**src/hdl/liu_regs.svh**
```systemverilog
// Register offsets, field positions, codes and reset values of the local interrupt unit
`ifndef LIU_REGS_SVH
`define LIU_REGS_SVH

// ==========================================================
// Register window offsets
`define LIU_OFF_ESR 12'h280
`define LIU_OFF_LVT_CORRECTED_ERROR_THRESHOLD_INTERRUPT 12'h2F0
`define LIU_OFF_LVT_BASE 12'h320
`define LIU_LVT_STRIDE 12'h010
`define LIU_OFF_INIT 12'h380
`define LIU_OFF_CUR 12'h390
`define LIU_OFF_DIV 12'h3E0

// ==========================================================
// Vector entries and fields
`define LIU_NUM_LVT 7
`define LIU_IDX_CORRECTED_ERROR_THRESHOLD_INTERRUPT 0
`define LIU_IDX_TIMER 1
`define LIU_IDX_THERM 2
`define LIU_IDX_PERF 3
`define LIU_IDX_LINT0 4
`define LIU_IDX_LOCAL_INTERRUPT_PIN_ONE 5
`define LIU_IDX_ERROR 6
`define LIU_POS_STATUS 12
`define LIU_POS_POL 13
`define LIU_POS_REMOTE 14
`define LIU_POS_TRIG 15
`define LIU_POS_MASK 16
`define LIU_POS_TMODE 17
`define LIU_MODE_FIXED 3'h0
`define LIU_MODE_SMI 3'h2
`define LIU_MODE_NMI 3'h4
`define LIU_MODE_INIT 3'h5
`define LIU_MODE_EXT 3'h7
`define LIU_TM_ONESHOT 2'h0
`define LIU_TM_PERIODIC 2'h1
`define LIU_TM_DEADLINE 2'h2
// Packed entry image: only the mask bit is set, timer mode stays one-shot
`define LIU_LVT_RST 16'h2000
`define LIU_LOWPRIO_SEND_OK 1'b0

`endif

```
**src/hdl/liu_pkg.sv**
```systemverilog
// Types shared by the local interrupt unit
package liu_pkg;
  typedef enum {LIU_IDLE, LIU_EXT_ACK, LIU_OFFER} liu_state_t;

  typedef struct packed {
    logic [2:0] mode;
    logic [7:0] vector;
  } liu_offer_t;

  typedef struct packed {
    logic [1:0] tmode;
    logic mask;
    logic trig;
    logic pol;
    logic [2:0] mode;
    logic [7:0] vector;
  } liu_lvt_t;
endpackage : liu_pkg

```
**src/hdl/liu_core.sv**
```systemverilog
// Local interrupt unit: vector entries, error status, countdown timer
`timescale 1ns/10ps
`include "liu_regs.svh"

module liu_core import liu_pkg::*; (
  input wire logic clk_i,
  input wire logic sys_rst_i,
  input wire logic reg_wr_i,
  input wire logic reg_rd_i,
  input wire logic [11:0] reg_addr_i,
  input wire logic [31:0] reg_wdata_i,
  output logic [31:0] reg_rdata_o,
  input wire logic reg_mode_instr_i,
  output logic reg_fault_o,
  input wire logic [1:0] lint_i,
  input wire logic corrected_error_threshold_interrupt_i,
  input wire logic thermal_i,
  input wire logic perf_i,
  input wire logic [3:0] serial_err_i,
  input wire logic send_req_i,
  input wire logic send_lowprio_i,
  input wire logic [7:0] send_vector_i,
  output logic send_go_o,
  input wire logic recv_req_i,
  input wire logic [7:0] recv_vector_i,
  output logic irq_valid_o,
  output liu_offer_t irq_offer_o,
  input wire logic irq_accept_i,
  output logic ext_ack_o,
  input wire logic [7:0] ext_vector_i,
  input wire logic eoi_i,
  input wire logic [7:0] eoi_vector_i
);

  localparam int N = `LIU_NUM_LVT;

  // ==========================================================
  // Address decode
  logic [N-1:0] lvt_hit;
  logic hit_esr, hit_init, hit_cur, hit_div, mapped, any_acc;
  logic [N-1:0] lvt_wr;

  assign hit_esr = reg_addr_i == `LIU_OFF_ESR;
  assign hit_init = reg_addr_i == `LIU_OFF_INIT;
  assign hit_cur = reg_addr_i == `LIU_OFF_CUR;
  assign hit_div = reg_addr_i == `LIU_OFF_DIV;
  assign mapped = (|lvt_hit) | hit_esr | hit_init | hit_cur | hit_div;
  assign any_acc = reg_wr_i | reg_rd_i;
  assign lvt_wr = reg_wr_i ? lvt_hit : '0;

  // ==========================================================
  // Shared state
  liu_state_t state;
  logic [2:0] sel;
  logic [2:0] pick;
  logic pick_any;
  logic [N-1:0] pend, remote, mask_vec, acc_hit, set_pend, rx_ill_lvt, vec_ill_wr;
  logic [N-1:0] src_raw;
  liu_lvt_t cfg [N];
  logic [31:0] lvt_word [N];
  logic [7:0] err_acc, esr_view, err_set, err_next;
  logic err_new, timer_fire, tick;
  logic [31:0] init_count, cur_count;
  logic [2:0] div_sel;
  logic [6:0] presc;
  logic tmode_chg;

  assign src_raw = {err_new, lint_i[1], lint_i[0], perf_i, thermal_i, timer_fire, corrected_error_threshold_interrupt_i};
  assign acc_hit = (state == LIU_OFFER && irq_accept_i) ? 7'(7'h01 << sel) : '0;

  // ==========================================================
  // Per-entry sensing, pending and remote flag
  for (genvar i = 0; i < N; i++) begin : g_lvt
    localparam bit IS_PIN = (i == `LIU_IDX_LINT0) || (i == `LIU_IDX_LOCAL_INTERRUPT_PIN_ONE);
    localparam bit IS_INT = (i == `LIU_IDX_TIMER) || (i == `LIU_IDX_ERROR);
    localparam bit FULL = !((i == `LIU_IDX_CORRECTED_ERROR_THRESHOLD_INTERRUPT) || (i == `LIU_IDX_THERM) ||
                            (i == `LIU_IDX_PERF));
    localparam logic [11:0] OFF = (i == 0) ? `LIU_OFF_LVT_CORRECTED_ERROR_THRESHOLD_INTERRUPT :
                                  12'(`LIU_OFF_LVT_BASE + (i - 1) * `LIU_LVT_STRIDE);
    liu_lvt_t c;
    logic sensed, prev, lvl, mode_ok, illegal, trig_ev;

    assign lvt_hit[i] = reg_addr_i == OFF;
    assign cfg[i] = c;
    assign mask_vec[i] = c.mask;
    assign sensed = src_raw[i] ^ (IS_PIN & c.pol);
    // Forced edge for internal sources and for non-fixed modes other than external; level only on pins
    assign lvl = IS_PIN && ((c.mode == `LIU_MODE_EXT) ||
                            (c.mode == `LIU_MODE_FIXED && c.trig));
    assign mode_ok = (c.mode == `LIU_MODE_FIXED) || (c.mode == `LIU_MODE_SMI) ||
                     (c.mode == `LIU_MODE_NMI) ||
                     (FULL && (c.mode == `LIU_MODE_INIT || c.mode == `LIU_MODE_EXT));
    assign illegal = c.mode == `LIU_MODE_FIXED && c.vector[7:4] == 4'h0;
    // Internal sources are already one-cycle pulses, so no edge detect
    assign trig_ev = IS_INT ? src_raw[i] :
                     lvl ? (sensed & ~remote[i] & ~pend[i]) : (sensed & ~prev);
    assign set_pend[i] = trig_ev & ~c.mask & mode_ok & ~illegal;
    assign rx_ill_lvt[i] = trig_ev & ~c.mask & illegal;
    assign vec_ill_wr[i] = lvt_wr[i] && reg_wdata_i[10:8] == `LIU_MODE_FIXED &&
                           reg_wdata_i[7:4] == 4'h0;
    assign lvt_word[i] = {13'h0000, (i == `LIU_IDX_TIMER) ? c.tmode : 2'h0, c.mask,
                          IS_PIN & c.trig, remote[i], IS_PIN & c.pol, pend[i], 1'b0,
                          c.mode, c.vector};

    always_ff @(posedge clk_i) begin
      if (sys_rst_i) begin
        c <= `LIU_LVT_RST;
      end else begin
        if (lvt_wr[i]) begin
          c.vector <= reg_wdata_i[7:0];
          c.mode <= reg_wdata_i[10:8];
          c.pol <= reg_wdata_i[`LIU_POS_POL];
          c.trig <= reg_wdata_i[`LIU_POS_TRIG];
          c.mask <= reg_wdata_i[`LIU_POS_MASK];
          c.tmode <= reg_wdata_i[`LIU_POS_TMODE+1:`LIU_POS_TMODE];
        end
        if (i == `LIU_IDX_PERF && acc_hit[i]) begin
          c.mask <= 1'b1;
        end
      end
    end

    always_ff @(posedge clk_i) begin
      if (sys_rst_i) begin
        prev <= 1'b0;
      end else begin
        prev <= sensed;
      end
    end

    // New request wins over acceptance in the same cycle
    always_ff @(posedge clk_i) begin
      if (sys_rst_i) begin
        pend[i] <= 1'b0;
      end else if (set_pend[i]) begin
        pend[i] <= 1'b1;
      end else if (acc_hit[i]) begin
        pend[i] <= 1'b0;
      end
    end

    always_ff @(posedge clk_i) begin
      if (sys_rst_i) begin
        remote[i] <= 1'b0;
      end else if (acc_hit[i] && lvl && c.mode == `LIU_MODE_FIXED) begin
        remote[i] <= 1'b1;
      end else if (eoi_i && eoi_vector_i == c.vector) begin
        remote[i] <= 1'b0;
      end
    end
  end

  // ==========================================================
  // Delivery to the core, lowest entry first
  always_comb begin
    pick = 3'h0;
    pick_any = 1'b0;
    for (int k = N - 1; k >= 0; k--) begin
      if (pend[k]) begin
        pick = 3'(k);
        pick_any = 1'b1;
      end
    end
  end

  always_ff @(posedge clk_i) begin
    if (sys_rst_i) begin
      state <= LIU_IDLE;
      sel <= 3'h0;
      irq_offer_o <= '0;
      ext_ack_o <= 1'b0;
    end else begin
      ext_ack_o <= 1'b0;
      unique case (state)
        LIU_IDLE: begin
          if (pick_any) begin
            sel <= pick;
            irq_offer_o.mode <= cfg[pick].mode;
            // Only fixed mode carries the entry's own vector
            irq_offer_o.vector <= (cfg[pick].mode == `LIU_MODE_FIXED) ?
                                  cfg[pick].vector : 8'h00;
            if (cfg[pick].mode == `LIU_MODE_EXT) begin
              ext_ack_o <= 1'b1;
              state <= LIU_EXT_ACK;
            end else begin
              state <= LIU_OFFER;
            end
          end
        end
        LIU_EXT_ACK: begin
          irq_offer_o.vector <= ext_vector_i;
          state <= LIU_OFFER;
        end
        LIU_OFFER: begin
          if (irq_accept_i) begin
            state <= LIU_IDLE;
          end
        end
      endcase
    end
  end

  assign irq_valid_o = state == LIU_OFFER;

  // ==========================================================
  // Error status
  logic redir, send_ill, rx_ill, bad_addr;

  assign redir = send_req_i && send_lowprio_i && !`LIU_LOWPRIO_SEND_OK;
  assign send_ill = send_req_i && !redir && send_vector_i[7:4] == 4'h0;
  // Error entry's own request is excluded: it would loop back into err_new
  assign rx_ill = (|(rx_ill_lvt & ~(7'h01 << `LIU_IDX_ERROR))) || (|vec_ill_wr) ||
                  (recv_req_i && recv_vector_i[7:4] == 4'h0);
  assign bad_addr = any_acc && !mapped && !reg_mode_instr_i;
  assign err_set = {bad_addr, rx_ill, send_ill, redir, serial_err_i};
  assign err_new = |(err_set & ~err_acc);
  assign err_next = err_acc | err_set;

  // Events of the write cycle land in the visible copy, not lost
  always_ff @(posedge clk_i) begin
    if (sys_rst_i) begin
      err_acc <= 8'h00;
      esr_view <= 8'h00;
    end else if (reg_wr_i && hit_esr) begin
      esr_view <= err_next;
      err_acc <= 8'h00;
    end else begin
      err_acc <= err_next;
    end
  end

  always_ff @(posedge clk_i) begin
    if (sys_rst_i) begin
      reg_fault_o <= 1'b0;
      send_go_o <= 1'b0;
    end else begin
      reg_fault_o <= reg_mode_instr_i && any_acc &&
                     (!mapped || (reg_wr_i && hit_esr && reg_wdata_i != 32'h0));
      send_go_o <= send_req_i && !redir && !send_ill;
    end
  end

  // ==========================================================
  // Timer
  logic [6:0] rmask;
  logic deadline;

  assign deadline = cfg[`LIU_IDX_TIMER].tmode == `LIU_TM_DEADLINE;
  assign rmask = 7'((8'h01 << div_sel) - 8'h01);
  assign tick = &(presc | ~rmask);
  assign timer_fire = tick && cur_count == 32'h1 && !(reg_wr_i && hit_init);
  assign tmode_chg = lvt_wr[`LIU_IDX_TIMER] &&
                     reg_wdata_i[`LIU_POS_TMODE+1:`LIU_POS_TMODE] != cfg[`LIU_IDX_TIMER].tmode;

  always_ff @(posedge clk_i) begin
    if (sys_rst_i) begin
      div_sel <= 3'h0;
    end else if (reg_wr_i && hit_div) begin
      div_sel <= reg_wdata_i[2:0];
    end
  end

  always_ff @(posedge clk_i) begin
    if (sys_rst_i || (reg_wr_i && hit_init)) begin
      presc <= 7'h00;
    end else begin
      presc <= presc + 7'h01;
    end
  end

  always_ff @(posedge clk_i) begin
    if (sys_rst_i) begin
      init_count <= 32'h0;
      cur_count <= 32'h0;
    end else if (tmode_chg) begin
      cur_count <= 32'h0;
    end else if (reg_wr_i && hit_init && !deadline) begin
      init_count <= reg_wdata_i;
      cur_count <= reg_wdata_i;
    end else if (tick && cur_count != 32'h0) begin
      if (cur_count == 32'h1 && cfg[`LIU_IDX_TIMER].tmode == `LIU_TM_PERIODIC) begin
        cur_count <= init_count;
      end else begin
        cur_count <= cur_count - 32'h1;
      end
    end
  end

  // ==========================================================
  // Read data
  always_ff @(posedge clk_i) begin
    if (sys_rst_i) begin
      reg_rdata_o <= 32'h0;
    end else if (reg_rd_i) begin
      reg_rdata_o <= 32'h0;
      if (hit_esr) reg_rdata_o <= {24'h000000, esr_view};
      if (hit_init) reg_rdata_o <= init_count;
      if (hit_cur) reg_rdata_o <= cur_count;
      if (hit_div) reg_rdata_o <= {29'h0, div_sel};
      for (int k = 0; k < N; k++) begin
        if (lvt_hit[k]) reg_rdata_o <= lvt_word[k];
      end
    end
  end
endmodule : liu_core

```
**config.mk**
```make
export PLATFORM = sky130hd
export DESIGN_NAME = liu_core
export DESIGN_NICKNAME = d
export VERILOG_FILES = /design/src/hdl/liu_pkg.sv /design/src/hdl/liu_core.sv
export VERILOG_INCLUDE_DIRS = /design/src /design/src/hdl
export SDC_FILE = /design/constraint.sdc
export NUM_CORES = 1
export LEC_CHECK = 0
export BUFFER_PORTS_ARGS = -buffer_cell sky130_fd_sc_hd__buf_4
export CORE_ASPECT_RATIO = 2
export CORE_MARGIN = 2
export CORE_UTILIZATION = 45
export CTS_CLUSTER_SIZE = 14
export DETAILED_ROUTE_END_ITERATION = 16
export PLACE_DENSITY = 0.63
export REMOVE_ABC_BUFFERS = 1
export SKIP_CTS_REPAIR_TIMING = 1
export SLEW_MARGIN = 20
export SYNTH_ARGS = -nofsm -noshare
export SYNTH_HDL_FRONTEND = slang
export SYNTH_SLANG_ARGS = --single-unit
```
**constraint.sdc**
```tcl
create_clock -name clk_i -period 3.1 [get_ports clk_i]
set_input_delay 0.62 -clock clk_i [delete_from_list [all_inputs] [get_ports clk_i]]
set_output_delay 0.62 -clock clk_i [all_outputs]
set_load 0.03 [all_outputs]
```
==> flow_summary.yaml <==
yosys:
  syn_inst: 1707
  yosys_warnings: 0
  synth_flop_cell: "dfxtp_1"
  seq_area_frac_synth: 0.379
  syn_area_per_cell_um2: 7.57
  ys_seq_elements: 245
  synthTopCellsByArea: "dfxtp_1, nand2_1, a21oi_1"
  synth.distinct_cells: 86
  async_reset_ff_frac: 0
  netlist_area_um2: 12900
  synth-edff-count: 0
  synth_top_area_cell: "dfxtp_1"
  synth_top_area_frac: 0.379
finish:
  fin_nets: 1947
  area_growth_pct: 19.8
  drive_gt1_frac: 0.176
  final_design_area_no_fill_um2: 15500
  n_antenna_cell: 0
  instances_no_fill: 2218
placement:
  dp.cells: 2175
  pre_cts_ws_ns: -0.0781
  dp_hpwl_um: 42400
  gp_congestion: 1.01
  dpl-instance-area_um2: 14700
  io_buffers: 133
clock_network:
  clk_latency_ns: 0.56
  numClockSinks: 245
  h-tree-depth: 1
  cts_tree: "built"
  cts_buffers: 24
  cts_root_buffer: "clkbuf_16"
  cts_buffer_depth: 3
  cts.clk_slew.worst_paths_ns: 0.06
sta:
  fmax_ghz: 0.342
  period_share: 0.944
  slew_violations: 0
  whs_ns: 0.262
  finalHoldViolations: 0
  tns_ns: 0
  finalSetupViolations: 0
  tightest_slew_ns: 1.04
  slew-limit-headroom: 0.305
  post-route-min-period_ns: 2.93
  layout_setup_ws_ns: 0.172
  rsz0062_at_grt: "no"
  fin_skew_ns: 0.0229
drt:
  drcViolationCount: 0
  routed_wl_um: 56700
  drt-initial-drc-count: 1169
  routedWlPerCell_um: 25.6
  final_antenna_net_count: 0
  first_pass_iters: 7
  dr_total_vias: 14049
  vias_per_cell: 6.33
power_and_ir_drop:
  p_leak_uw: 0.00581
  peakVddDrop_mv: 0.403
  cell_internal_pwr_uw: 6160
  switching_power_uw: 3220
  p_clk_frac: 0.321
  swShare: 0.343
  comb_power_share: 0.285
  p_per_area_nw_per_um2: 606
  power_frac_seq: 0.394
die:
  die_w_um: 124
  rows: 87
  io_pins: 142
  die_h_um: 244
  coreArea_um2: 28200
  die-area_um2: 30200
  start_util: 0.459
global_routing:
  grt_max_degree: 67
  overflow: 0
  grt_pass1_vias: 13563
  globalRouteTotalUtil: 0.371
  grt_pass1_wl_um: 82500
  antenna_found_initial: 1
setup_path:
  path_max_fanout: 8
  slowest_delay_ns: 0.57
  critical_path_arrival_ns: 3.40
  path_cells: "or3_1, nand2_1, mux4_2, mux2_2, nor4_4, o2bb2ai_1"
  endpoint_kind: "register"
  start_kind: "register"
  critPathRequiredTime_ns: 3.57
  crit_type: "register to register"
  crit_path_top_delay_cell: "nor4_4"
job:
  drv_cap: 0
worst_hold_path:
  min_path_type: "primary input to register"
outcome:
  status: "completed"
==> state kept, by name, summed over array words and instances, names as in the netlist <==
signal,flops
cfg,90
cur_count,32
init_count,32
reg_rdata_o,32
irq_offer_o,11
lvt_word,9
err_acc,8
esr_view,8
presc,7
g_lvt.prev,5
div_sel,3
sel,3
state,2
ext_ack_o,1
reg_fault_o,1
send_go_o,1
==> critical path: cells and delay by family, from the launching register on <==
| kind | cells | cell delay, ns |
|---|---|---|
| AND/OR/NAND/NOR | 3 | 1.34 |
| multiplexers | 2 | 0.90 |
| flip-flops | 1 | 0.41 |
| AO/OA/AOI/OAI | 1 | 0.18 |
==> layout make-up <==
| type | instances | area [um2] |
|---|---|---|
| fill | 2774 | 12700 |
| sequential | 245 | 4900 |
| inverter | 30 | 113 |
| clock inverter | 8 | 76.3 |
| tap | 356 | 445 |
| clock buffer | 35 | 712 |
| timing repair buffer | 238 | 1830 |
| multi-input combinational | 1306 | 7410 |
==> cell usage after synthesis, types with 10 or more instances <==
cell and number:
a221oi_1 23, or4_1 10, buf_2 10, clkbuf_1 109
nand4_1 10, mux2_2 11, nor2b_1 20, nor3_1 33
o211ai_1 17, nor2_1 134, nand2_1 340, dfxtp_1 245
inv_1 27, nand3_1 83, o21ai_0 57, a22oi_1 20
o21ai_1 15, mux2i_1 15, a31oi_1 21, nand2b_1 13
a21oi_1 193, xor2_1 22, and3_1 12, o2bb2ai_1 16
a211oi_1 22, nor4_1 23, o22ai_1 18
==> cells by family (layout without fill, tap and decap cells) <==
family / count (synthesis) / after routing / synth area share
compound gates: 489 / 489 / 0.244
flops: 245 / 245 / 0.379
buf+inv: 156 / 311 / 0.0480
xor+xnor: 29 / 29 / 0.0196
mux: 29 / 29 / 0.0255
simple gates: 752 / 752 / 0.277
fa+ha+maj: 7 / 7 / 0.00677
==> stage by stage <==
step / utilization / power [uW]
after global placement: 0.521 / 6340
after floorplan: - / 5300
after detailed placement: 0.521 / 6390
final: 0.549 / 9390
after CTS: 0.549 / 9370
after global routing: 0.549 / 9760
==> layout by cell type, fill, tap and decap left out, drive strengths merged, types with 15 or more instances in the layout <==
cell	Yosys	layout
inv	29	29
a211oi	22	22
nand3	84	84
buf	17	238
nor3	36	36
o2bb2ai	16	16
clkbuf	109	35
mux2i	15	15
o22ai	18	18
a22oi	20	20
o21ai	73	73
nor2	136	136
xor2	22	22
nand2	342	342
o211ai	17	17
nor2b	20	20
nor4	30	30
a31oi	21	21
a21oi	193	193
dfxtp	245	245
a221oi	24	24
==> power by group through the flow <==
stage | Combinational (uW) | Clock [uW] | Sequential, uW
3_3_place_gp | 2600 | 0 | 3750
5_1_grt | 2890 | 3140 | 3720
2_1_floorplan | 1600 | 0 | 3690
4_1_cts | 2640 | 3040 | 3690
6_report | 2680 | 3010 | 3700
3_5_place_dp | 2630 | 0 | 3760
==> worst paths after layout <==
check                                  start                           to  slack [ns]  cells after the start
hold / removal                send_lowprio_i         send_go_o$_SDFF_PP0_        0.26                      2
hold reg to reg   init_count[3]$_SDFFE_PP0P_   init_count[3]$_SDFFE_PP0P_        0.47                      2
setup / recovery   lvt_word[44]$_SDFFE_PP0P_  irq_offer_o[4]$_SDFFE_PP0P_        0.17                      6
setup reg to reg   lvt_word[44]$_SDFFE_PP0P_  irq_offer_o[4]$_SDFFE_PP0P_        0.17                      6
==> layer usage <==
metal  wire [um]  track usage  up-vias
met5           0            0        -
met3        3640       0.0529      271
li1            -            -     6425
met1       18400        0.366     6624
met4        6230        0.339        0
met2       28400        0.648      729
Power figures use the tool's default switching activity.
